File: config.mk
export PLATFORM = sky130hd
export DESIGN_NAME = bbd_core
export DESIGN_NICKNAME = d
export VERILOG_FILES = /design/src/bbd_pkg.sv /design/src/bbd_core.sv
export VERILOG_INCLUDE_DIRS = /design/src
export SDC_FILE = /design/constraint.sdc
export NUM_CORES = 1
export LEC_CHECK = 0
export ABC_AREA = 1
export BUFFER_PORTS_ARGS = -buffer_cell sky130_fd_sc_hd__buf_2
export CORE_MARGIN = 2
export CORE_UTILIZATION = 54
export DETAILED_ROUTE_END_ITERATION = 7
export PLACE_DENSITY = 0.84
export SLEW_MARGIN = 0
export SYNTH_ARGS = -nofsm -noshare
export SYNTH_HDL_FRONTEND = slang
export SYNTH_SLANG_ARGS = --single-unit
export TNS_END_PERCENT = 10
File: constraint.sdc
create_clock -name clk_sys_i -period 5 [get_ports clk_sys_i]
set_input_delay 0.25 -clock clk_sys_i [delete_from_list [all_inputs] [get_ports clk_sys_i]]
set_output_delay 0.25 -clock clk_sys_i [all_outputs]
set_load 0.005 [all_outputs]
File: src/bbd_defs.svh
// Purpose: constants for the branch and bit-operation decoder
// Assumes: 16-bit instruction words, byte-addressed program counter
// Notes: included by bbd_core.sv
// Notes on behaviour
// - decode one-word branch, top five bits 11010, signed 11-bit offset.
// - branch loads pc with incremented address plus twice the signed offset.
// - branch takes two cycles; pc written in q4, second cycle idles.
// - bit set forces chosen bit of addressed register high, others kept.
// - access flag 0 selects access bank, 1 takes bank from bank select.
// - extended set, flag 0, address up to 5fh uses indexed literal offset.
// - skip-if-clear test skips next instruction when chosen bit is zero.
// - a taken skip discards the prefetched instruction and runs a no-op.
// - skip-if-set test skips next instruction when chosen bit is one.
`ifndef BBD_DEFS_SVH
`define BBD_DEFS_SVH
`define BBD_OP_BRANCH_TOP 5'h1a
`define BBD_OP_SET_BIT 4'h8
`define BBD_OP_BTC 4'hb
`define BBD_OP_BTS 4'ha
`define BBD_IDX_LIMIT 8'h5f
`define BBD_ACCESS_SPLIT 8'h60
`define BBD_ACC_HIGH_BANK 4'hf
`define BBD_ACC_LOW_BANK 4'h0
`define BBD_PC_RESET 21'h000000
`define BBD_PC_STEP 21'h000002
// field positions inside the executing word
`define BBD_OP_HI 15
`define BBD_OP_LO 12
`define BBD_BRANCH_LO 11
`define BBD_BIT_HI 11
`define BBD_BIT_LO 9
`define BBD_ACC_POS 8
`define BBD_REG_HI 7
`define BBD_FIELD_LO 0
// bank part of a data address
`define BBD_BANK_HI 11
`define BBD_BANK_LO 8
// branch offset width and scaling
`define BBD_OFF_W 11
`define BBD_OFF_HI 10
`define BBD_OFF_SHIFT 1
// single-bit mask seed and the bit that carries a test result
`define BBD_BIT_ONE 8'h01
`define BBD_TESTED_BIT 0
`endif

File: src/bbd_pkg.sv
// Purpose: types for the branch and bit-operation decoder
// Assumes: nothing beyond the defs header
// Notes: quarter phases of one instruction cycle
package bbd_pkg;
    typedef enum logic [1:0] {Q1, Q2, Q3, Q4} bbd_q_t;
    typedef enum logic [1:0] {EX_NORMAL, EX_FLUSH, EX_FLUSH2} bbd_ex_t;
endpackage : bbd_pkg

File: src/bbd_core.sv
// Purpose: decode and execute branch, bit-set and bit-test-skip instructions
// Assumes: fetch presents the next word and its two-word flag each q4; memory read data is
//          valid by q3 for the address given in q2; all inputs on clk_sys_i
// Notes: program counter lives here; other opcodes just advance it
`timescale 1ns/100ps
`include "bbd_defs.svh"
module bbd_core #(
    parameter int PC_W = 21
) (
    input wire logic clk_sys_i,
    input wire logic rst_i,
    input wire logic [15:0] instr_i,
    input wire logic instr_two_word_i,
    input wire logic ext_set_en_i,
    input wire logic [3:0] bank_selection_register_i,
    input wire logic [11:0] fsr2_base_i,
    input wire logic [7:0] rd_data_i,
    output logic [PC_W-1:0] pc_o,
    output logic [11:0] mem_addr_o,
    output logic mem_rd_o,
    output logic mem_wr_o,
    output logic [7:0] wr_data_o,
    output logic nop_exec_o,
    output logic [1:0] phase_o
);
    ////////////////////////////////////////////////////////////////////////
    // state
    typedef struct packed {
        bbd_pkg::bbd_q_t q;
        bbd_pkg::bbd_ex_t ex;
        logic [15:0] ir;
        logic ir2;
        logic [PC_W-1:0] pc;
        logic [11:0] addr;
        logic rd;
        logic wr;
        logic [7:0] wdata;
        logic nop;
    } bbd_state_t;

    bbd_state_t s_q;
    bbd_state_t s_d;

    logic [3:0] op4;
    logic [2:0] bidx;
    logic acc;
    logic [7:0] faddr;
    logic is_branch;
    logic is_set_bit;
    logic is_test;
    logic bitv;
    logic [PC_W-1:0] offs;

    ////////////////////////////////////////////////////////////////////////
    // field split of the executing word
    always_comb begin
        op4 = s_q.ir[`BBD_OP_HI:`BBD_OP_LO];
        bidx = s_q.ir[`BBD_BIT_HI:`BBD_BIT_LO];
        acc = s_q.ir[`BBD_ACC_POS];
        faddr = s_q.ir[`BBD_REG_HI:`BBD_FIELD_LO];
        // a discarded cycle decodes nothing, so a flushed word never acts
        is_branch = (s_q.ex == bbd_pkg::EX_NORMAL) &&
                    (s_q.ir[`BBD_OP_HI:`BBD_BRANCH_LO] == `BBD_OP_BRANCH_TOP);
        is_set_bit = (s_q.ex == bbd_pkg::EX_NORMAL) && (op4 == `BBD_OP_SET_BIT);
        is_test = (s_q.ex == bbd_pkg::EX_NORMAL) && ((op4 == `BBD_OP_BTC) || (op4 == `BBD_OP_BTS));
        bitv = rd_data_i[bidx];
        // sign-extended 11-bit offset times two
        offs = PC_W'({{(PC_W-`BBD_OFF_W){s_q.ir[`BBD_OFF_HI]}}, s_q.ir[`BBD_OFF_HI:`BBD_FIELD_LO]}
                     << `BBD_OFF_SHIFT);
    end

    ////////////////////////////////////////////////////////////////////////
    // next state
    always_comb begin
        s_d = s_q;
        s_d.rd = 1'b0;
        s_d.wr = 1'b0;
        unique case (s_q.q)
            bbd_pkg::Q1: begin
                s_d.q = bbd_pkg::Q2;
                s_d.nop = (s_q.ex != bbd_pkg::EX_NORMAL);
            end
            bbd_pkg::Q2: begin
                s_d.q = bbd_pkg::Q3;
                if (is_set_bit || is_test) begin
                    // address formation: indexed, access bank or banked
                    if (!acc && ext_set_en_i && faddr <= `BBD_IDX_LIMIT) begin
                        s_d.addr = 12'(fsr2_base_i + 12'(faddr));
                    end else if (!acc) begin
                        // low part of the access bank maps to bank 0, the rest to the top bank
                        s_d.addr = {(faddr < `BBD_ACCESS_SPLIT) ? `BBD_ACC_LOW_BANK : `BBD_ACC_HIGH_BANK,
                                    faddr};
                    end else begin
                        s_d.addr = {bank_selection_register_i, faddr};
                    end
                    s_d.rd = 1'b1;
                end
            end
            // q3: merge the chosen bit into the read data
            bbd_pkg::Q3: begin
                s_d.q = bbd_pkg::Q4;
                if (is_set_bit) begin
                    s_d.wdata = rd_data_i | (`BBD_BIT_ONE << bidx);
                end
            end
            // q4: take the next word, step or load pc, decide on a skip
            bbd_pkg::Q4: begin
                s_d.q = bbd_pkg::Q1;
                s_d.ir = instr_i;
                s_d.ir2 = instr_two_word_i;
                s_d.ex = bbd_pkg::EX_NORMAL;
                s_d.pc = s_q.pc + PC_W'(`BBD_PC_STEP);
                if (is_set_bit) begin
                    s_d.wr = 1'b1;
                end
                if (is_branch) begin
                    // pc already points past the branch, so the offset is added to it
                    s_d.pc = s_q.pc + offs;
                    // the word fetched behind the branch is thrown away
                    s_d.ex = bbd_pkg::EX_FLUSH;
                end else if (is_test && ((op4 == `BBD_OP_BTC) ? !s_q.wdata[`BBD_TESTED_BIT]
                                                               : s_q.wdata[`BBD_TESTED_BIT])) begin
                    // a two-word victim needs one more discarded cycle for its second word
                    s_d.ex = instr_two_word_i ? bbd_pkg::EX_FLUSH2 : bbd_pkg::EX_FLUSH;
                end else if (s_q.ex == bbd_pkg::EX_FLUSH2) begin
                    s_d.ex = bbd_pkg::EX_FLUSH;
                end
            end
        endcase
        // latch tested bit in q3 for the q4 decision
        if (s_q.q == bbd_pkg::Q3 && is_test) begin
            s_d.wdata = 8'(bitv);
        end
    end

    ////////////////////////////////////////////////////////////////////////
    // registers
    always_ff @(posedge clk_sys_i or posedge rst_i) begin
        if (rst_i) begin
            // first cycle after reset is a discarded one while the first word is fetched
            s_q <= '{q: bbd_pkg::Q1, ex: bbd_pkg::EX_FLUSH, ir: '0, ir2: 1'b0, pc: PC_W'(`BBD_PC_RESET),
                     addr: '0, rd: 1'b0, wr: 1'b0, wdata: '0, nop: 1'b0};
        end else begin
            s_q <= s_d;
        end
    end

    // outputs
    assign pc_o = s_q.pc;
    assign mem_addr_o = s_q.addr;
    assign mem_rd_o = s_q.rd;
    assign mem_wr_o = s_q.wr;
    assign wr_data_o = s_q.wdata;
    assign nop_exec_o = s_q.nop;
    assign phase_o = s_q.q;

    ////////////////////////////////////////////////////////////////////////
    // checks
    // branch lands on its own address plus two plus twice the offset
    chk_branch_target: assert property (@(posedge clk_sys_i) disable iff (rst_i)
        (is_branch && s_q.q == bbd_pkg::Q4) |=> (pc_o == $past(s_q.pc) + $past(offs)))
        else $error("branch target wrong");

    // second branch cycle neither executes nor writes
    chk_branch_idle: assert property (@(posedge clk_sys_i) disable iff (rst_i)
        (is_branch && s_q.q == bbd_pkg::Q4) |=> ##1 (nop_exec_o && !mem_wr_o)[*4])
        else $error("branch second cycle not idle");

    // a branch never reads data memory
    chk_branch_no_mem: assert property (@(posedge clk_sys_i) disable iff (rst_i)
        (is_branch && s_q.q == bbd_pkg::Q2) |=> !mem_rd_o)
        else $error("branch read data memory");

    // bit set writes back with the chosen bit high
    chk_set_write: assert property (@(posedge clk_sys_i) disable iff (rst_i)
        (is_set_bit && s_q.q == bbd_pkg::Q4) |=> (mem_wr_o && wr_data_o[$past(bidx)]))
        else $error("bit set missing");

    // all other bits of the write data follow the read data
    chk_set_keep: assert property (@(posedge clk_sys_i) disable iff (rst_i)
        (is_set_bit && s_q.q == bbd_pkg::Q3) |=>
            (wr_data_o == ($past(rd_data_i) | (`BBD_BIT_ONE << $past(bidx)))))
        else $error("bit set disturbed other bits");

    // write strobe follows the read strobe two clocks later
    chk_set_phase: assert property (@(posedge clk_sys_i) disable iff (rst_i)
        mem_wr_o |-> (phase_o == bbd_pkg::Q1 && $past(mem_rd_o, 2)))
        else $error("bit set phase order wrong");

    // read strobe only stands in the third quarter
    chk_read_phase: assert property (@(posedge clk_sys_i) disable iff (rst_i)
        mem_rd_o |-> (phase_o == bbd_pkg::Q3))
        else $error("read strobe out of phase");

    // write strobe is a single-clock pulse
    chk_write_pulse: assert property (@(posedge clk_sys_i) disable iff (rst_i)
        mem_wr_o |=> !mem_wr_o)
        else $error("write strobe too long");

    // banked access takes its bank from the bank selection input
    chk_bank_sel: assert property (@(posedge clk_sys_i) disable iff (rst_i)
        (mem_rd_o && $past(acc)) |->
            (mem_addr_o[`BBD_BANK_HI:`BBD_BANK_LO] == $past(bank_selection_register_i)))
        else $error("bank select not used");

    // unbanked access without the extended set goes to the access bank
    chk_access_bank: assert property (@(posedge clk_sys_i) disable iff (rst_i)
        (s_q.q == bbd_pkg::Q2 && (is_set_bit || is_test) && !acc && !ext_set_en_i) |=>
            (mem_addr_o[`BBD_BANK_HI:`BBD_BANK_LO] ==
             (($past(faddr) < `BBD_ACCESS_SPLIT) ? `BBD_ACC_LOW_BANK : `BBD_ACC_HIGH_BANK)))
        else $error("access bank not used");

    // low addresses with the extended set are offsets from the index base
    chk_idx_addr: assert property (@(posedge clk_sys_i) disable iff (rst_i)
        (s_q.q == bbd_pkg::Q2 && (is_set_bit || is_test) && !acc && ext_set_en_i && faddr <= `BBD_IDX_LIMIT) |=>
            (mem_addr_o == 12'($past(fsr2_base_i) + 12'($past(faddr)))))
        else $error("indexed address wrong");

    // a taken skip turns the next cycle into a no-op
    chk_skip_nop: assert property (@(posedge clk_sys_i) disable iff (rst_i)
        (is_test && s_q.q == bbd_pkg::Q4 && s_q.wdata[`BBD_TESTED_BIT] == (op4 == `BBD_OP_BTS)) |=>
            ##1 nop_exec_o)
        else $error("skip did not discard");

    // skipping a two-word word discards one more cycle
    chk_skip_two: assert property (@(posedge clk_sys_i) disable iff (rst_i)
        (s_q.ex == bbd_pkg::EX_FLUSH2 && s_q.q == bbd_pkg::Q4) |=> (s_q.ex == bbd_pkg::EX_FLUSH))
        else $error("two-word skip short");

    // an untaken skip lets the next word run
    chk_no_skip: assert property (@(posedge clk_sys_i) disable iff (rst_i)
        (is_test && s_q.q == bbd_pkg::Q4 && s_q.wdata[`BBD_TESTED_BIT] != (op4 == `BBD_OP_BTS)) |=>
            ##1 !nop_exec_o)
        else $error("skip taken wrongly");

    // a bit test never writes data memory
    chk_test_no_write: assert property (@(posedge clk_sys_i) disable iff (rst_i)
        (is_test && s_q.q == bbd_pkg::Q4) |=> !mem_wr_o)
        else $error("bit test wrote memory");

    // a skip discards the word but the program counter still steps by one word
    chk_skip_pc: assert property (@(posedge clk_sys_i) disable iff (rst_i)
        (is_test && s_q.q == bbd_pkg::Q4) |=> (pc_o == $past(s_q.pc) + PC_W'(`BBD_PC_STEP)))
        else $error("bit test moved pc wrongly");
endmodule : bbd_core

==> key figures <==
Run status
  – Outcome: finished, final reports clean

Setup path
  – CP Capture Type: register
  – Worst EP arrival: 2.98 ns
  – CP cell instances: inv_2 > nand2_2 > nor2_4 > nand2_2 > nor2_1 > ha_1 > inv_1 > o21bai_1 > a21oi_1 > nand3_1 > nand2_1 > nand3_2 > nand2_1 > nand3_1 > nand3_2 > o21ai_2
  – Worst EP required: 5.24 ns
  – Internal reg-to-reg setup slack: 2.27 ns
  – Slowest stage cell on the critical path: dfrtp_1
  – Crit path max-delay family: simple AND/OR/NAND/NOR gates
  – Critical path peak fanout: 10
  – Crit path buf inv count: 2
  – Slowest Stage Delay on Critical Path: 0.45 ns
  – Worst Setup Start Kind: register
  – Crit path kind: reg2reg

CTS
  – Setup Fix Bufs, Post-CTS: 0
  – Cts repair resizes: 0
  – Clock-pin slew on the worst setup and hold paths: 0.08 ns
  – CTS Buf Count: 9
  – # hold bufs at CTS: 0
  – Longest Clk Path Bufs: 2
  – CTS Root Buffer Type: clkbuf_8
  – H-tree depth: 3
  – Clock Sinks: 63
  – Latest clock arrival within the worst-skew pair: 0.36 ns
  – CTS tree: done

Yosys
  – Post-synth EDFFs: 0
  – Synthesized area per cell: 7.42 um^2
  – Sequential-to-total area share from yosys stat: 33.8%
  – Synth async-reset ratio: 100%
  – Yosys reg bits: 63
  – Post-synth cell types: 46
  – Cell count after synthesis: 629
  – Post-synthesis instance area: 0.00467 mm^2
  – Ys flop type: dfrtp_1
  – Syn nets: 698
  – Yosys warning total: 0

Die
  – Die footprint: 0.00940 mm^2
  – Initial core utilization: 56.2%
  – Placeable Area: 0.00830 mm^2
  – Die width: 97.0 um
  – I/O pins: 90
  – Die height: 97.0 um
  – Row count: 33

Placement
  – PortBufs: 88
  – Gpl congestion: 0.905
  – Hpwl dp: 8070 um

Pwr
  – Power per cell area: 300 mW/mm^2
  – Leakage power: 2.67 nW
  – Worst VDD drop: 0.000130 V

STA
  – Slew at the pin closest to its max-slew limit: 0.899 ns
  – FMAX: 0.366 GHz
  – Final period utilization: 54.7%
  – Fin. max-slew vios: 0
  – Setup Skew: 0.00996 ns
  – Final min period: 2.73 ns
  – Fin. Hold Viols: 0
  – Max_slew headroom: 40.0%
  – Final setup fails: 0
  – Setup TNS: 0 ns
  – RSZ-0062 raised after global routing: no

Final layout
  – Post-layout nets: 744
  – Fill cell count: 756
  – Final core utilization: 60.9%
  – # diodes: 0
  – Share of layout cells above drive strength 1: 21.6%
  – Syn-to-layout area delta: 8.34%

Global route
  – First-pass GRT wire length: 18500 um
  – Largest net degree at the start of global routing: 64
  – Global Route Usage Sum: 23.8%
  – Initial antenna violation count: 0
  – Total gr overflow: 0
  – Vias in the first global route: 4060

Route
  – Final ANT Viol Nets: 0
  – 1st-pass router iterations: 4
  – Post-DR wirelength/cell: 13.7 um
  – Total Routed Length: 10800 um
  – Drt drc: 0
  – DR iter-0 viols: 199
  – Vias: 4144
  – Post-DR vias/cell: 5.28

Job
  – Max Cap Viol: 0

Min path
  – HP Class: in2reg
-- synth_stat cells (3+ instances only) --
library cell    n  share of area, %
xnor2_1         6               1.1
dfrtp_1        62                33
inv_1          68               5.5
nand2_2        11               1.5
nor2_2          5              0.67
o21ai_0        48               5.1
o41ai_1         5              0.94
nand3_1        39               4.2
nand2_1       153                12
a31oi_1         7              0.94
nor2_1         46               3.7
nand2_4         3              0.72
o21bai_1        4              0.64
ha_1           23               6.2
a21oi_1        34               3.6
xor2_1         11               2.1
inv_2           3              0.24
nor2_4          4              0.97
or2_2           3              0.40
nand3_2         7               1.5
o22ai_1         3              0.40
buf_4          46               7.4
clkbuf_1        6              0.48
o21ai_1         4              0.43
-- metal layers --
metal  vias to the layer above  GRT usage (%)  wire length [um]
li1                       2094              -                 -
met1                      1919           30.7              4800
met2                       119           40.2              5250
met3                        12           3.97               553
met4                         0           9.10               148
met5                         -              0                 0
-- final cells by class --
cell class / instances / area (um^2) / area share [%]
multi-input cells: 438 / 2410 / 47.7
flip-flops and latches: 63 / 1580 / 31.2
repair buffers: 90 / 455 / 9.01
inverters: 73 / 274 / 5.42
clock buffers: 10 / 138 / 2.72
well taps: 105 / 131 / 2.60
clock inverters: 6 / 68.8 / 1.36
-- stage by stage --
stage	hold WS, ns	power, mW	instances	instance area, um^2	worst slack [ns]
floorplan	0.367	0.999	629	4670	2.68
global placement	0.456	1.05	769	4850	2.37
detailed placement	0.465	1.06	769	4850	2.32
CTS	0.0816	1.53	785	5050	2.31
global route	0.0909	1.62	785	5050	2.02
finish	0.0955	1.52	785	5050	2.27
-- flip-flops by register name (all words and copies together) (netlist names), 2 cells and up --
signal and count:
faddr 8, s_q 2, bidx 3, mem_addr_o 12, op4 4, wr_data_o 8, pc_o 20, phase_o 2
-- cell usage in the layout, fill, tap and decap left out, types with 4 or more instances in the layout --
| master | instances |
|---|---|
| nand3_1 | 39 |
| o21ai_0 | 48 |
| clkinvlp_4 | 4 |
| nor2_1 | 46 |
| a31oi_1 | 7 |
| inv_2 | 4 |
| o21ai_1 | 4 |
| nand2_1 | 153 |
| o41ai_1 | 5 |
| o21bai_1 | 4 |
| buf_2 | 88 |
| ha_1 | 23 |
| xor2_1 | 11 |
| a21oi_1 | 34 |
| nor2_4 | 4 |
| nor2_2 | 5 |
| inv_1 | 67 |
| dfrtp_1 | 62 |
| nand2_2 | 11 |
| xnor2_1 | 6 |
| nand3_2 | 7 |
| clkbuf_8 | 10 |
-- power breakdown --
part | leakage, nW | internal, mW | total (mW) | switching [mW]
Combinational | 1.81 | 0.167 | 0.386 | 0.219
Clock | 0.0912 | 0.245 | 0.470 | 0.225
Sequential | 0.771 | 0.589 | 0.660 | 0.0707
Total | 2.67 | 1.00 | 1.52 | 0.515
-- final timing paths --
path | start | endpoint | depth (start not counted)
worst max register to register | bidx[2] | pc_o[17] | 16
worst max-delay path | bidx[2] | pc_o[17] | 16
worst min-delay path | instr_i[12] | op4[0] | 3
max in group asynchronous | rst_i | mem_addr_o[3] | 3
min in group asynchronous | rst_i | mem_addr_o[9] | 3
worst min register to register | wr_data_o[5] | wr_data_o[5] | 2
-- cell families (layout without fill, tap and decap cells) --
| group | count (synthesis) | after routing | synth area share (%) |
|---|---|---|---|
| XOR/XNOR | 17 | 17 | 3.19 |
| AO/OA/AOI/OAI | 114 | 114 | 13.8 |
| flip-flops | 63 | 63 | 33.8 |
| buffers and inverters | 128 | 179 | 14.5 |
| other | 1 | 1 | 0.0804 |
| adder cells (fa/ha/maj) | 25 | 25 | 7.03 |
| AND/OR/NAND/NOR | 281 | 281 | 27.6 |
-- worst min-delay path, delay by kind of cell --
family,cells,cell delay (ns)
buf+inv,1,0.07
simple gates,2,0.09
Note: power is estimated with default switching activity, not from simulation.
